## src/design/cab_consts.svh

```systemverilog
// constants for the arithmetic and branch execution subset
`ifndef CAB_CONSTS_SVH
`define CAB_CONSTS_SVH

`define CAB_DATA_W 16
`define CAB_TEN_BIT_LITERAL_W 10
`define CAB_FIVE_BIT_LITERAL_W 5
`define CAB_BIT4_W 4
`define CAB_NIBBLE_W 4
`define CAB_SIGN_BIT 15
`define CAB_FLAGS_RST 5'h00
`define CAB_EXTRA_NONE 2'h0
`define CAB_EXTRA_TAKEN 2'h1
`define CAB_EXTRA_SKIP_ONE 2'h1
`define CAB_EXTRA_SKIP_TWO 2'h2

`endif

```

## src/design/cab_pkg.sv

```systemverilog
// types for the arithmetic and branch execution subset
`include "cab_consts.svh"

package cab_pkg;

   // one-hot operation codes
   typedef enum logic [11:0] {
      OP_ADD      = 12'h001,
      OP_ADD_WITH_CARRY_OP     = 12'h002,
      OP_ASR1     = 12'h004,
      OP_ASRN     = 12'h008,
      OP_BRANCH   = 12'h010,
      OP_FLAG_ST  = 12'h020,
      OP_BIT_CLR  = 12'h040,
      OP_BIT_SET  = 12'h080,
      OP_BIT_TGL  = 12'h100,
      OP_SKIP_Z   = 12'h200,
      OP_SKIP_O   = 12'h400,
      OP_NONE     = 12'h800
   } cab_op_t;

   // branch conditions
   typedef enum logic [3:0] {
      CND_ALWAYS = 4'h0,
      CND_C      = 4'h1,
      CND_NC     = 4'h2,
      CND_N      = 4'h3,
      CND_NN     = 4'h4,
      CND_Z      = 4'h5,
      CND_NZ     = 4'h6,
      CND_GE     = 4'h7,
      CND_GT     = 4'h8,
      CND_LE     = 4'h9,
      CND_LT     = 4'hA,
      CND_GEU    = 4'hB,
      CND_GTU    = 4'hC,
      CND_LEU    = 4'hD,
      CND_LTU    = 4'hE
   } cab_cond_t;

   // second operand source
   typedef enum logic [1:0] {
      BSRC_REG   = 2'h0,
      BSRC_TEN_BIT_LITERAL = 2'h1,
      BSRC_FIVE_BIT_LITERAL  = 2'h2
   } cab_bsrc_t;

   typedef struct packed {
      logic n;
      logic ov;
      logic z;
      logic dc;
      logic c;
   } cab_flags_t;

   typedef struct packed {
      cab_op_t op;
      cab_cond_t cond;
      cab_bsrc_t bsrc;
      logic [`CAB_DATA_W-1:0] a;
      logic [`CAB_DATA_W-1:0] b;
      logic [`CAB_TEN_BIT_LITERAL_W-1:0] lit;
      logic [`CAB_BIT4_W-1:0] bidx;
      logic store_z;
      logic next_two_word;
   } cab_req_t;

endpackage

```

## src/design/cab_cond_eval.sv

```systemverilog
// branch condition evaluator over the status flags
`timescale 1ns/1ps

module cab_cond_eval (
   input wire cab_pkg::cab_cond_t cond,
   input wire cab_pkg::cab_flags_t flg,
   output logic taken
);

   // signed tests use n xor ov, unsigned tests use carry as not-borrow
   always_comb begin
      unique case (cond)
         cab_pkg::CND_ALWAYS: taken = 1'b1;
         cab_pkg::CND_C:      taken = flg.c;
         cab_pkg::CND_NC:     taken = ~flg.c;
         cab_pkg::CND_N:      taken = flg.n;
         cab_pkg::CND_NN:     taken = ~flg.n;
         cab_pkg::CND_Z:      taken = flg.z;
         cab_pkg::CND_NZ:     taken = ~flg.z;
         cab_pkg::CND_GE:     taken = ~(flg.n ^ flg.ov);
         cab_pkg::CND_GT:     taken = ~flg.z & ~(flg.n ^ flg.ov);
         cab_pkg::CND_LE:     taken = flg.z | (flg.n ^ flg.ov);
         cab_pkg::CND_LT:     taken = flg.n ^ flg.ov;
         cab_pkg::CND_GEU:    taken = flg.c;
         cab_pkg::CND_GTU:    taken = flg.c & ~flg.z;
         cab_pkg::CND_LEU:    taken = ~flg.c | flg.z;
         cab_pkg::CND_LTU:    taken = ~flg.c;
         default:             taken = 1'b0; // illegal code never branches
      endcase
   end

endmodule

```

## src/design/cab_exec.sv

```systemverilog
// execution unit for add, shift, branch, flag store, bit ops and skips
//
// Overview of operation
// - add and add-with-carry from any operand form, one cycle, sets C DC N OV Z
// - single arithmetic right shift keeps sign, one cycle, sets C N OV Z
// - multi-bit shift by register or literal count, one cycle, sets only N Z
// - signed conditional branches test flags, one cycle or two if taken
// - unsigned conditional branches share the one or two cycle timing
// - carry, negative and zero branches and their inverses, one or two cycles
// - unconditional branches always take two cycles, no flags
// - test-and-skip skips when selected bit is zero, flags untouched
// - test-and-skip skips when selected bit is one, flags untouched
`timescale 1ns/1ps
`include "cab_consts.svh"

module cab_exec (
   input wire logic ref_clk,
   input wire logic rst,
   input wire logic req_valid,
   input wire cab_pkg::cab_req_t req,
   output logic ready_ff,
   output logic done_ff,
   output logic wr_ff,
   output logic [`CAB_DATA_W-1:0] res_ff,
   output cab_pkg::cab_flags_t flags_ff,
   output logic redirect_ff,
   output logic [`CAB_DATA_W-1:0] offset_ff,
   output logic skip_ff
);

   logic accept;
   logic cond_taken;
   logic [`CAB_DATA_W-1:0] b_op;
   logic [`CAB_DATA_W:0] sum;
   logic [`CAB_NIBBLE_W:0] nib_sum;
   logic cin;
   logic [`CAB_DATA_W-1:0] mask;
   logic [`CAB_DATA_W-1:0] fmask;
   logic [`CAB_DATA_W-1:0] nxt_res;
   cab_pkg::cab_flags_t nxt_flags;
   logic nxt_wr;
   logic nxt_redirect;
   logic nxt_skip;
   logic [1:0] extra;
   logic [1:0] stall_ff;
   logic [1:0] nxt_stall;

   assign accept = req_valid & ready_ff;

   cab_cond_eval u_cond (
      .cond(req.cond),
      .flg(flags_ff),
      .taken(cond_taken)
   );

   // second operand from register or zero-extended literal
   always_comb begin
      unique case (req.bsrc)
         cab_pkg::BSRC_TEN_BIT_LITERAL: b_op = {6'h00, req.lit};
         cab_pkg::BSRC_FIVE_BIT_LITERAL:  b_op = {11'h000, req.lit[`CAB_FIVE_BIT_LITERAL_W-1:0]};
         default:             b_op = req.b;
      endcase
   end

   // shared adder, carry-in only for the carry variant
   assign cin = (req.op == cab_pkg::OP_ADD_WITH_CARRY_OP) ? flags_ff.c : 1'b0;
   assign sum = {1'b0, req.a} + {1'b0, b_op} + {16'h0000, cin};
   assign nib_sum = {1'b0, req.a[3:0]} + {1'b0, b_op[3:0]} + {4'h0, cin};
   assign mask = 16'h0001 << req.bidx;
   assign fmask = 16'h0001 << req.b[`CAB_BIT4_W-1:0];

   // result, flags, cost and redirect per operation
   always_comb begin
      nxt_res = res_ff;
      nxt_flags = flags_ff;
      nxt_wr = 1'b0;
      nxt_redirect = 1'b0;
      nxt_skip = 1'b0;
      extra = `CAB_EXTRA_NONE;
      unique case (req.op)
         cab_pkg::OP_ADD, cab_pkg::OP_ADD_WITH_CARRY_OP: begin
            nxt_res = sum[`CAB_DATA_W-1:0];
            nxt_wr = 1'b1;
            nxt_flags.c = sum[`CAB_DATA_W];
            nxt_flags.dc = nib_sum[`CAB_NIBBLE_W];
            nxt_flags.n = sum[`CAB_SIGN_BIT];
            nxt_flags.ov = (req.a[`CAB_SIGN_BIT] == b_op[`CAB_SIGN_BIT]) &
                           (sum[`CAB_SIGN_BIT] != req.a[`CAB_SIGN_BIT]);
            nxt_flags.z = (sum[`CAB_DATA_W-1:0] == 16'h0000);
         end
         cab_pkg::OP_ASR1: begin
            nxt_res = {req.a[`CAB_SIGN_BIT], req.a[`CAB_DATA_W-1:1]};
            nxt_wr = 1'b1;
            nxt_flags.c = req.a[0];
            nxt_flags.n = req.a[`CAB_SIGN_BIT];
            nxt_flags.ov = 1'b0; // sign is kept so no overflow can occur
            nxt_flags.z = (req.a[`CAB_DATA_W-1:1] == 15'h0000) & ~req.a[`CAB_SIGN_BIT];
         end
         cab_pkg::OP_ASRN: begin
            // counts above fifteen leave only sign copies, which is the natural answer
            nxt_res = $signed(req.a) >>> b_op[`CAB_FIVE_BIT_LITERAL_W-1:0];
            nxt_wr = 1'b1;
            nxt_flags.n = req.a[`CAB_SIGN_BIT];
            nxt_flags.z = (nxt_res == 16'h0000);
         end
         cab_pkg::OP_BRANCH: begin
            nxt_redirect = cond_taken;
            extra = cond_taken ? `CAB_EXTRA_TAKEN : `CAB_EXTRA_NONE;
         end
         cab_pkg::OP_FLAG_ST: begin
            // bit position comes from the low four bits of the selector register
            nxt_res = (req.store_z ? flags_ff.z : flags_ff.c) ? (req.a | fmask) :
                      (req.a & ~fmask);
            nxt_wr = 1'b1;
         end
         cab_pkg::OP_BIT_CLR: begin
            nxt_res = req.a & ~mask;
            nxt_wr = 1'b1;
         end
         cab_pkg::OP_BIT_SET: begin
            nxt_res = req.a | mask;
            nxt_wr = 1'b1;
         end
         cab_pkg::OP_BIT_TGL: begin
            nxt_res = req.a ^ mask;
            nxt_wr = 1'b1;
         end
         cab_pkg::OP_SKIP_Z, cab_pkg::OP_SKIP_O: begin
            nxt_skip = ((req.a & mask) == 16'h0000) ==
                       (req.op == cab_pkg::OP_SKIP_Z);
            if (nxt_skip) begin
               extra = req.next_two_word ? `CAB_EXTRA_SKIP_TWO :
                       `CAB_EXTRA_SKIP_ONE;
            end
         end
         default: begin
            nxt_res = res_ff; // illegal or empty op is a one-cycle no-op
         end
      endcase
   end

   // stall count: extra cycles after acceptance hold ready low
   assign nxt_stall = accept ? extra : ((stall_ff != 2'h0) ? stall_ff - 2'h1 : 2'h0);

   always_ff @(posedge ref_clk or posedge rst) begin
      if (rst) begin
         stall_ff <= 2'h0;
         ready_ff <= 1'b1;
         done_ff <= 1'b0;
      end else begin
         stall_ff <= nxt_stall;
         ready_ff <= (nxt_stall == 2'h0);
         done_ff <= (accept & (extra == 2'h0)) | (stall_ff == 2'h1);
      end
   end

   // results and one-cycle event pulses
   always_ff @(posedge ref_clk or posedge rst) begin
      if (rst) begin
         res_ff <= 16'h0000;
         wr_ff <= 1'b0;
         redirect_ff <= 1'b0;
         skip_ff <= 1'b0;
         offset_ff <= 16'h0000;
      end else begin
         wr_ff <= accept & nxt_wr;
         redirect_ff <= accept & nxt_redirect;
         skip_ff <= accept & nxt_skip;
         if (accept) begin
            res_ff <= nxt_res;
            offset_ff <= req.b;
         end
      end
   end

   // status flags change only for ops that own them
   always_ff @(posedge ref_clk or posedge rst) begin
      if (rst) begin
         flags_ff <= `CAB_FLAGS_RST;
      end else if (accept) begin
         flags_ff <= nxt_flags;
      end
   end

   // checks
   a_add_result: assert property (@(posedge ref_clk) disable iff (rst)
      accept && req.op == cab_pkg::OP_ADD && req.bsrc == cab_pkg::BSRC_REG |=>
      res_ff == 16'($past(req.a) + $past(req.b)) && wr_ff && done_ff)
      else $error("add result or timing wrong");
   a_asr_sign_kept: assert property (@(posedge ref_clk) disable iff (rst)
      accept && req.op == cab_pkg::OP_ASR1 |=>
      res_ff[15] == $past(req.a[15]) && flags_ff.c == $past(req.a[0]) && !flags_ff.ov)
      else $error("single shift lost sign or carry");
   a_asrn_keeps_cv: assert property (@(posedge ref_clk) disable iff (rst)
      accept && req.op == cab_pkg::OP_ASRN |=>
      $stable(flags_ff.c) && $stable(flags_ff.ov) && $stable(flags_ff.dc))
      else $error("multi shift touched carry or overflow");
   a_taken_two_cyc: assert property (@(posedge ref_clk) disable iff (rst)
      accept && req.op == cab_pkg::OP_BRANCH && cond_taken |=>
      redirect_ff && !ready_ff && !done_ff ##1 ready_ff && done_ff)
      else $error("taken branch not two cycles");
   a_untaken_one: assert property (@(posedge ref_clk) disable iff (rst)
      accept && req.op == cab_pkg::OP_BRANCH && !cond_taken |=>
      !redirect_ff && ready_ff && done_ff)
      else $error("untaken branch not one cycle");
   a_zero_branch: assert property (@(posedge ref_clk) disable iff (rst)
      accept && req.op == cab_pkg::OP_BRANCH && req.cond == cab_pkg::CND_Z |=>
      redirect_ff == $past(flags_ff.z))
      else $error("zero branch decision wrong");
   a_uncond_flags: assert property (@(posedge ref_clk) disable iff (rst)
      accept && req.op == cab_pkg::OP_BRANCH && req.cond == cab_pkg::CND_ALWAYS |=>
      redirect_ff && $stable(flags_ff) ##1 done_ff)
      else $error("unconditional branch wrong");
   a_flag_store: assert property (@(posedge ref_clk) disable iff (rst)
      accept && req.op == cab_pkg::OP_FLAG_ST && !req.store_z |=>
      res_ff[$past(req.b[3:0])] == $past(flags_ff.c) && $stable(flags_ff))
      else $error("flag store wrong bit or value");
   a_skip_clear: assert property (@(posedge ref_clk) disable iff (rst)
      accept && req.op == cab_pkg::OP_SKIP_Z |=> skip_ff == !$past(req.a[req.bidx]))
      else $error("skip-if-zero decision wrong");
   a_skip_set: assert property (@(posedge ref_clk) disable iff (rst)
      accept && req.op == cab_pkg::OP_SKIP_O |=> skip_ff == $past(req.a[req.bidx]))
      else $error("skip-if-one decision wrong");
   a_skip_three: assert property (@(posedge ref_clk) disable iff (rst)
      accept && nxt_skip && req.next_two_word |=>
      !ready_ff ##1 !ready_ff ##1 ready_ff && done_ff)
      else $error("two-word skip not three cycles");
   a_bit_set_one: assert property (@(posedge ref_clk) disable iff (rst)
      accept && req.op == cab_pkg::OP_BIT_SET |=>
      res_ff == ($past(req.a) | (16'h0001 << $past(req.bidx))) && $stable(flags_ff))
      else $error("bit set altered other bits or flags");

   c_add_carry: cover property (@(posedge ref_clk) disable iff (rst)
      accept && req.op == cab_pkg::OP_ADD_WITH_CARRY_OP && flags_ff.c);
   c_branch_taken: cover property (@(posedge ref_clk) disable iff (rst)
      redirect_ff ##1 done_ff);
   c_skip_two_word: cover property (@(posedge ref_clk) disable iff (rst)
      accept && nxt_skip && req.next_two_word);

endmodule

```

## config.mk

```make
export PLATFORM = sky130hd
export DESIGN_NAME = cab_exec
export DESIGN_NICKNAME = d
export VERILOG_FILES = /design/src/design/cab_pkg.sv /design/src/design/cab_cond_eval.sv /design/src/design/cab_exec.sv
export VERILOG_INCLUDE_DIRS = /design/src /design/src/design
export SDC_FILE = /design/constraint.sdc
export NUM_CORES = 1
export LEC_CHECK = 0
export ABC_AREA = 1
export BUFFER_PORTS_ARGS = -buffer_cell sky130_fd_sc_hd__buf_2
export CAP_MARGIN = 25
export CELL_PAD_IN_SITES_DETAIL_PLACEMENT = 0
export CELL_PAD_IN_SITES_GLOBAL_PLACEMENT = 1
export CORE_MARGIN = 4
export CORE_UTILIZATION = 43
export CTS_CLUSTER_SIZE = 12
export DETAILED_ROUTE_END_ITERATION = 8
export PLACE_DENSITY = 0.91
export SYNTH_ARGS = -nofsm -noshare
export SYNTH_HDL_FRONTEND = slang
export SYNTH_SLANG_ARGS = --single-unit
```

## constraint.sdc

```tcl
create_clock -name ref_clk -period 3.9 [get_ports ref_clk]
set_input_delay 0.975 -clock ref_clk [delete_from_list [all_inputs] [get_ports ref_clk]]
set_output_delay 0.975 -clock ref_clk [all_outputs]
set_load 0.05 [all_outputs]
```

==> results.py <==
metrics = {
    "global_route": {
        "grt-ovfl-total": 0,
        "antenna_found_initial": 0,
        "first_global_vias": 6310,
        "grt_pass1_wl_mm": 33.6,
        "grt_max_degree": 45,
        "track_usage_pct": 26.3,
    },
    "synth": {
        "synth_nets": 1116,
        "netlist_area_mm2": 0.00595,
        "yosysMostFrequentCell": "nand2_1",
        "synth_seq_cells": 44,
        "synth_edf_count": 0,
        "synth_flop_cell": "dfrtp_1",
        "synth_area_leader_cell": "nand2_1",
        "synthArstFlopShare_pct": 100,
        "synth_common_cells": "nand2_1, inv_1, nand3_1",
        "syn-instance-count": 980,
        "yosysWarnings": 0,
        "synth.top_cells.by_area": "nand2_1, dfrtp_1, ha_1",
        "yosysSeqAreaShare_pct": 18.5,
        "synth_top_area_share_pct": 18.2,
        "yosys.cell_types.count": 45,
        "postSynthAreaPerCell_um2": 6.07,
    },
    "place": {
        "dpl_cell_area_mm2": 0.00673,
        "io_buffers": 110,
        "gp_congestion": 0.984,
        "dp_hpwl_mm": 17.6,
    },
    "drt": {
        "vias": 6965,
        "drc_errors": 0,
        "viasPerCell": 5.49,
        "met3WireLength_mm": 2.08,
        "wire_per_inst_um": 16.8,
        "drt_iter0_drc": 669,
        "drtAntennaViolNets": 0,
        "wl_met2_mm": 9.29,
        "wl_met1_mm": 9.47,
        "firstDrtPassIters": 6,
        "routed_wl_mm": 21.3,
        "dr.max_layer_used": "met4",
    },
    "run_status": {
        "status": "finished, final reports clean",
    },
    "cells_and_area": {
        "fin_util_pct": 51.7,
        "final_nets": 1228,
        "drive_gt1_share_pct": 15.6,
        "area_growth_pct": 16.5,
        "fill_cells": 1462,
        "final_area_mm2": 0.00693,
        "n_antenna_cell": 0,
    },
    "timing": {
        "post-route-min-period_ns": 3.59,
        "rsz0062_at_grt": "no",
        "fmax_mhz": 279,
        "setup_viol": 0,
        "maxSlewHeadroom_pct": 61.2,
        "final_hold_viol_count": 0,
        "min_period_over_period_pct": 91.9,
        "tns_ns": 0,
        "tightest_slew_ns": 0.581,
        "skew_ns": 0.00902,
        "hold_ws_ns": 0.478,
        "drv_slew": 0,
    },
    "clock_network": {
        "cts_resized": 0,
        "clock_latency_ns": 0.29,
        "cts_max_path_buffers": 2,
        "cts_sinks": 44,
        "cts_tree": "yes",
        "numCtsBuffers": 5,
        "cts_hold_buf": 0,
        "h-tree-depth": 2,
        "clk_pin_slew_ns": 0.07,
        "clockRootBuffer": "clkbuf_16",
        "post-cts-setup-buffers": 0,
    },
    "power": {
        "p_per_area_mw_per_mm2": 273,
        "p_clk_share_pct": 26.1,
        "switching_share_pct": 43.4,
        "peakVddDrop_uv": 250,
        "leakagePower_nw": 3.84,
        "p_sw_w": 0.000822,
        "internal-power_w": 0.00107,
        "pwr-share-seq_pct": 26.7,
        "comb_power_share_pct": 47.2,
    },
    "floorplan": {
        "die-height_um": 126,
        "initial_utilization_pct": 44.4,
        "die_w_um": 126,
        "fp-row-count": 42,
        "dieArea_mm2": 0.0158,
        "core_area_mm2": 0.0134,
        "ios": 111,
    },
    "setup_path": {
        "worstSetupPathType": "input pin to flip-flop",
        "crit_required_ns": 4.12,
        "critPathCaptureType": "flip-flop",
        "start_kind": "input pin",
        "rrSetupSlack_ns": 0.85,
        "cp_max_fo": 4,
        "crit_arrival_ns": 3.80,
    },
    "worst_hold_path": {
        "hold_path_class": "flip-flop to flip-flop",
    },
    "job": {
        "drv_cap": 0,
    },
}
==> worst max-delay path: stages <==
cell and delay (ns):
buf_2 0.12, nor2_1 0.17, nand3_1 0.13, nor2_2 0.13
nand3_1 0.14, fa_1 0.48, fa_1 0.44, inv_1 0.09
nand3_1 0.09, nand2_1 0.12, nand3_1 0.10, nand2_1 0.09
nand2_1 0.07, nand2_1 0.06, nand2_1 0.05, nand2_1 0.08
nand2_1 0.06, nor2_1 0.11, nand4_1 0.08, nand2_1 0.08
inv_1 0.04, a21oi_1 0.11
==> kinds of logic (layout without fill, tap and decap cells) <==
logic type | count (synthesis) | count (layout) | synth area share, %
compound gates | 154 | 154 | 14.9
simple gates | 547 | 547 | 40.4
buf+inv | 162 | 275 | 11.0
flops | 44 | 44 | 18.5
fa+ha+maj | 67 | 67 | 14.3
xor+xnor | 6 | 6 | 0.883
==> power by group through the flow <==
stage	clock network, W	registers (W)	logic [W]
finish	0.000494	0.000507	0.000894
global route	0.000517	0.000511	0.000988
CTS	0.000505	0.000507	0.000878
global placement	0	0.000514	0.000870
floorplan	0	0.000627	0.000496
detailed placement	0	0.000515	0.000874
==> sequential cells by signal, summed over array words and instances, names as in the netlist <==
register / cells
done_ff: 1
flags_ff: 5
offset_ff: 16
ready_ff: 1
redirect_ff: 1
res_ff: 16
skip_ff: 1
stall_ff: 2
wr_ff: 1
==> metrics by stage <==
stage,power (W),cells,worst slack (ns)
2_1_floorplan,0.00112,980,0.163
6_report,0.00189,1269,0.314
5_1_grt,0.00202,1269,0.0569
3_3_place_gp,0.00138,1260,0.149
3_5_place_dp,0.00139,1260,0.0488
4_1_cts,0.00189,1268,0.339
==> final cells by class <==
cell class	count	area [um^2]	area share (%)
Tap cell	176	220	3.18
Inverter	136	513	7.40
Timing Repair Buffer	131	721	10.4
Clock buffer	6	139	2.00
Multi-Input combinational cell	774	4200	60.6
Clock inverter	2	38.8	0.560
Sequential cell	44	1100	15.9
==> worst paths after layout <==
kind,from,end,cells after the start
worst max-delay path,req[61],flags_ff[2],22
worst min-delay path,offset_ff[10],offset_ff[10],2
worst max register to register,flags_ff[0],flags_ff[2],20
worst min register to register,offset_ff[10],offset_ff[10],2
max in group asynchronous,rst,ready_ff,3
min in group asynchronous,rst,stall_ff[0],2
==> cells in the final DEF (no fill, tap or decap), types with 20 or more instances in the layout <==
cell type / netlist / final
nand2_1: 288 / 288
inv_1: 125 / 124
nand3_1: 110 / 110
buf_2: 6 / 110
nor2_1: 82 / 82
o21ai_0: 68 / 68
ha_1: 65 / 65
dfrtp_1: 43 / 43
a21oi_1: 42 / 42
nand4_1: 21 / 21
buf_4: 3 / 20
==> layer usage <==
metal / vias up / track usage, %
met5: - / 0
met4: 0 / 6.06
met3: 29 / 5.80
met2: 335 / 40.7
met1: 3130 / 37.6
li1: 3471 / -
(Power assumes the default switching activity.)
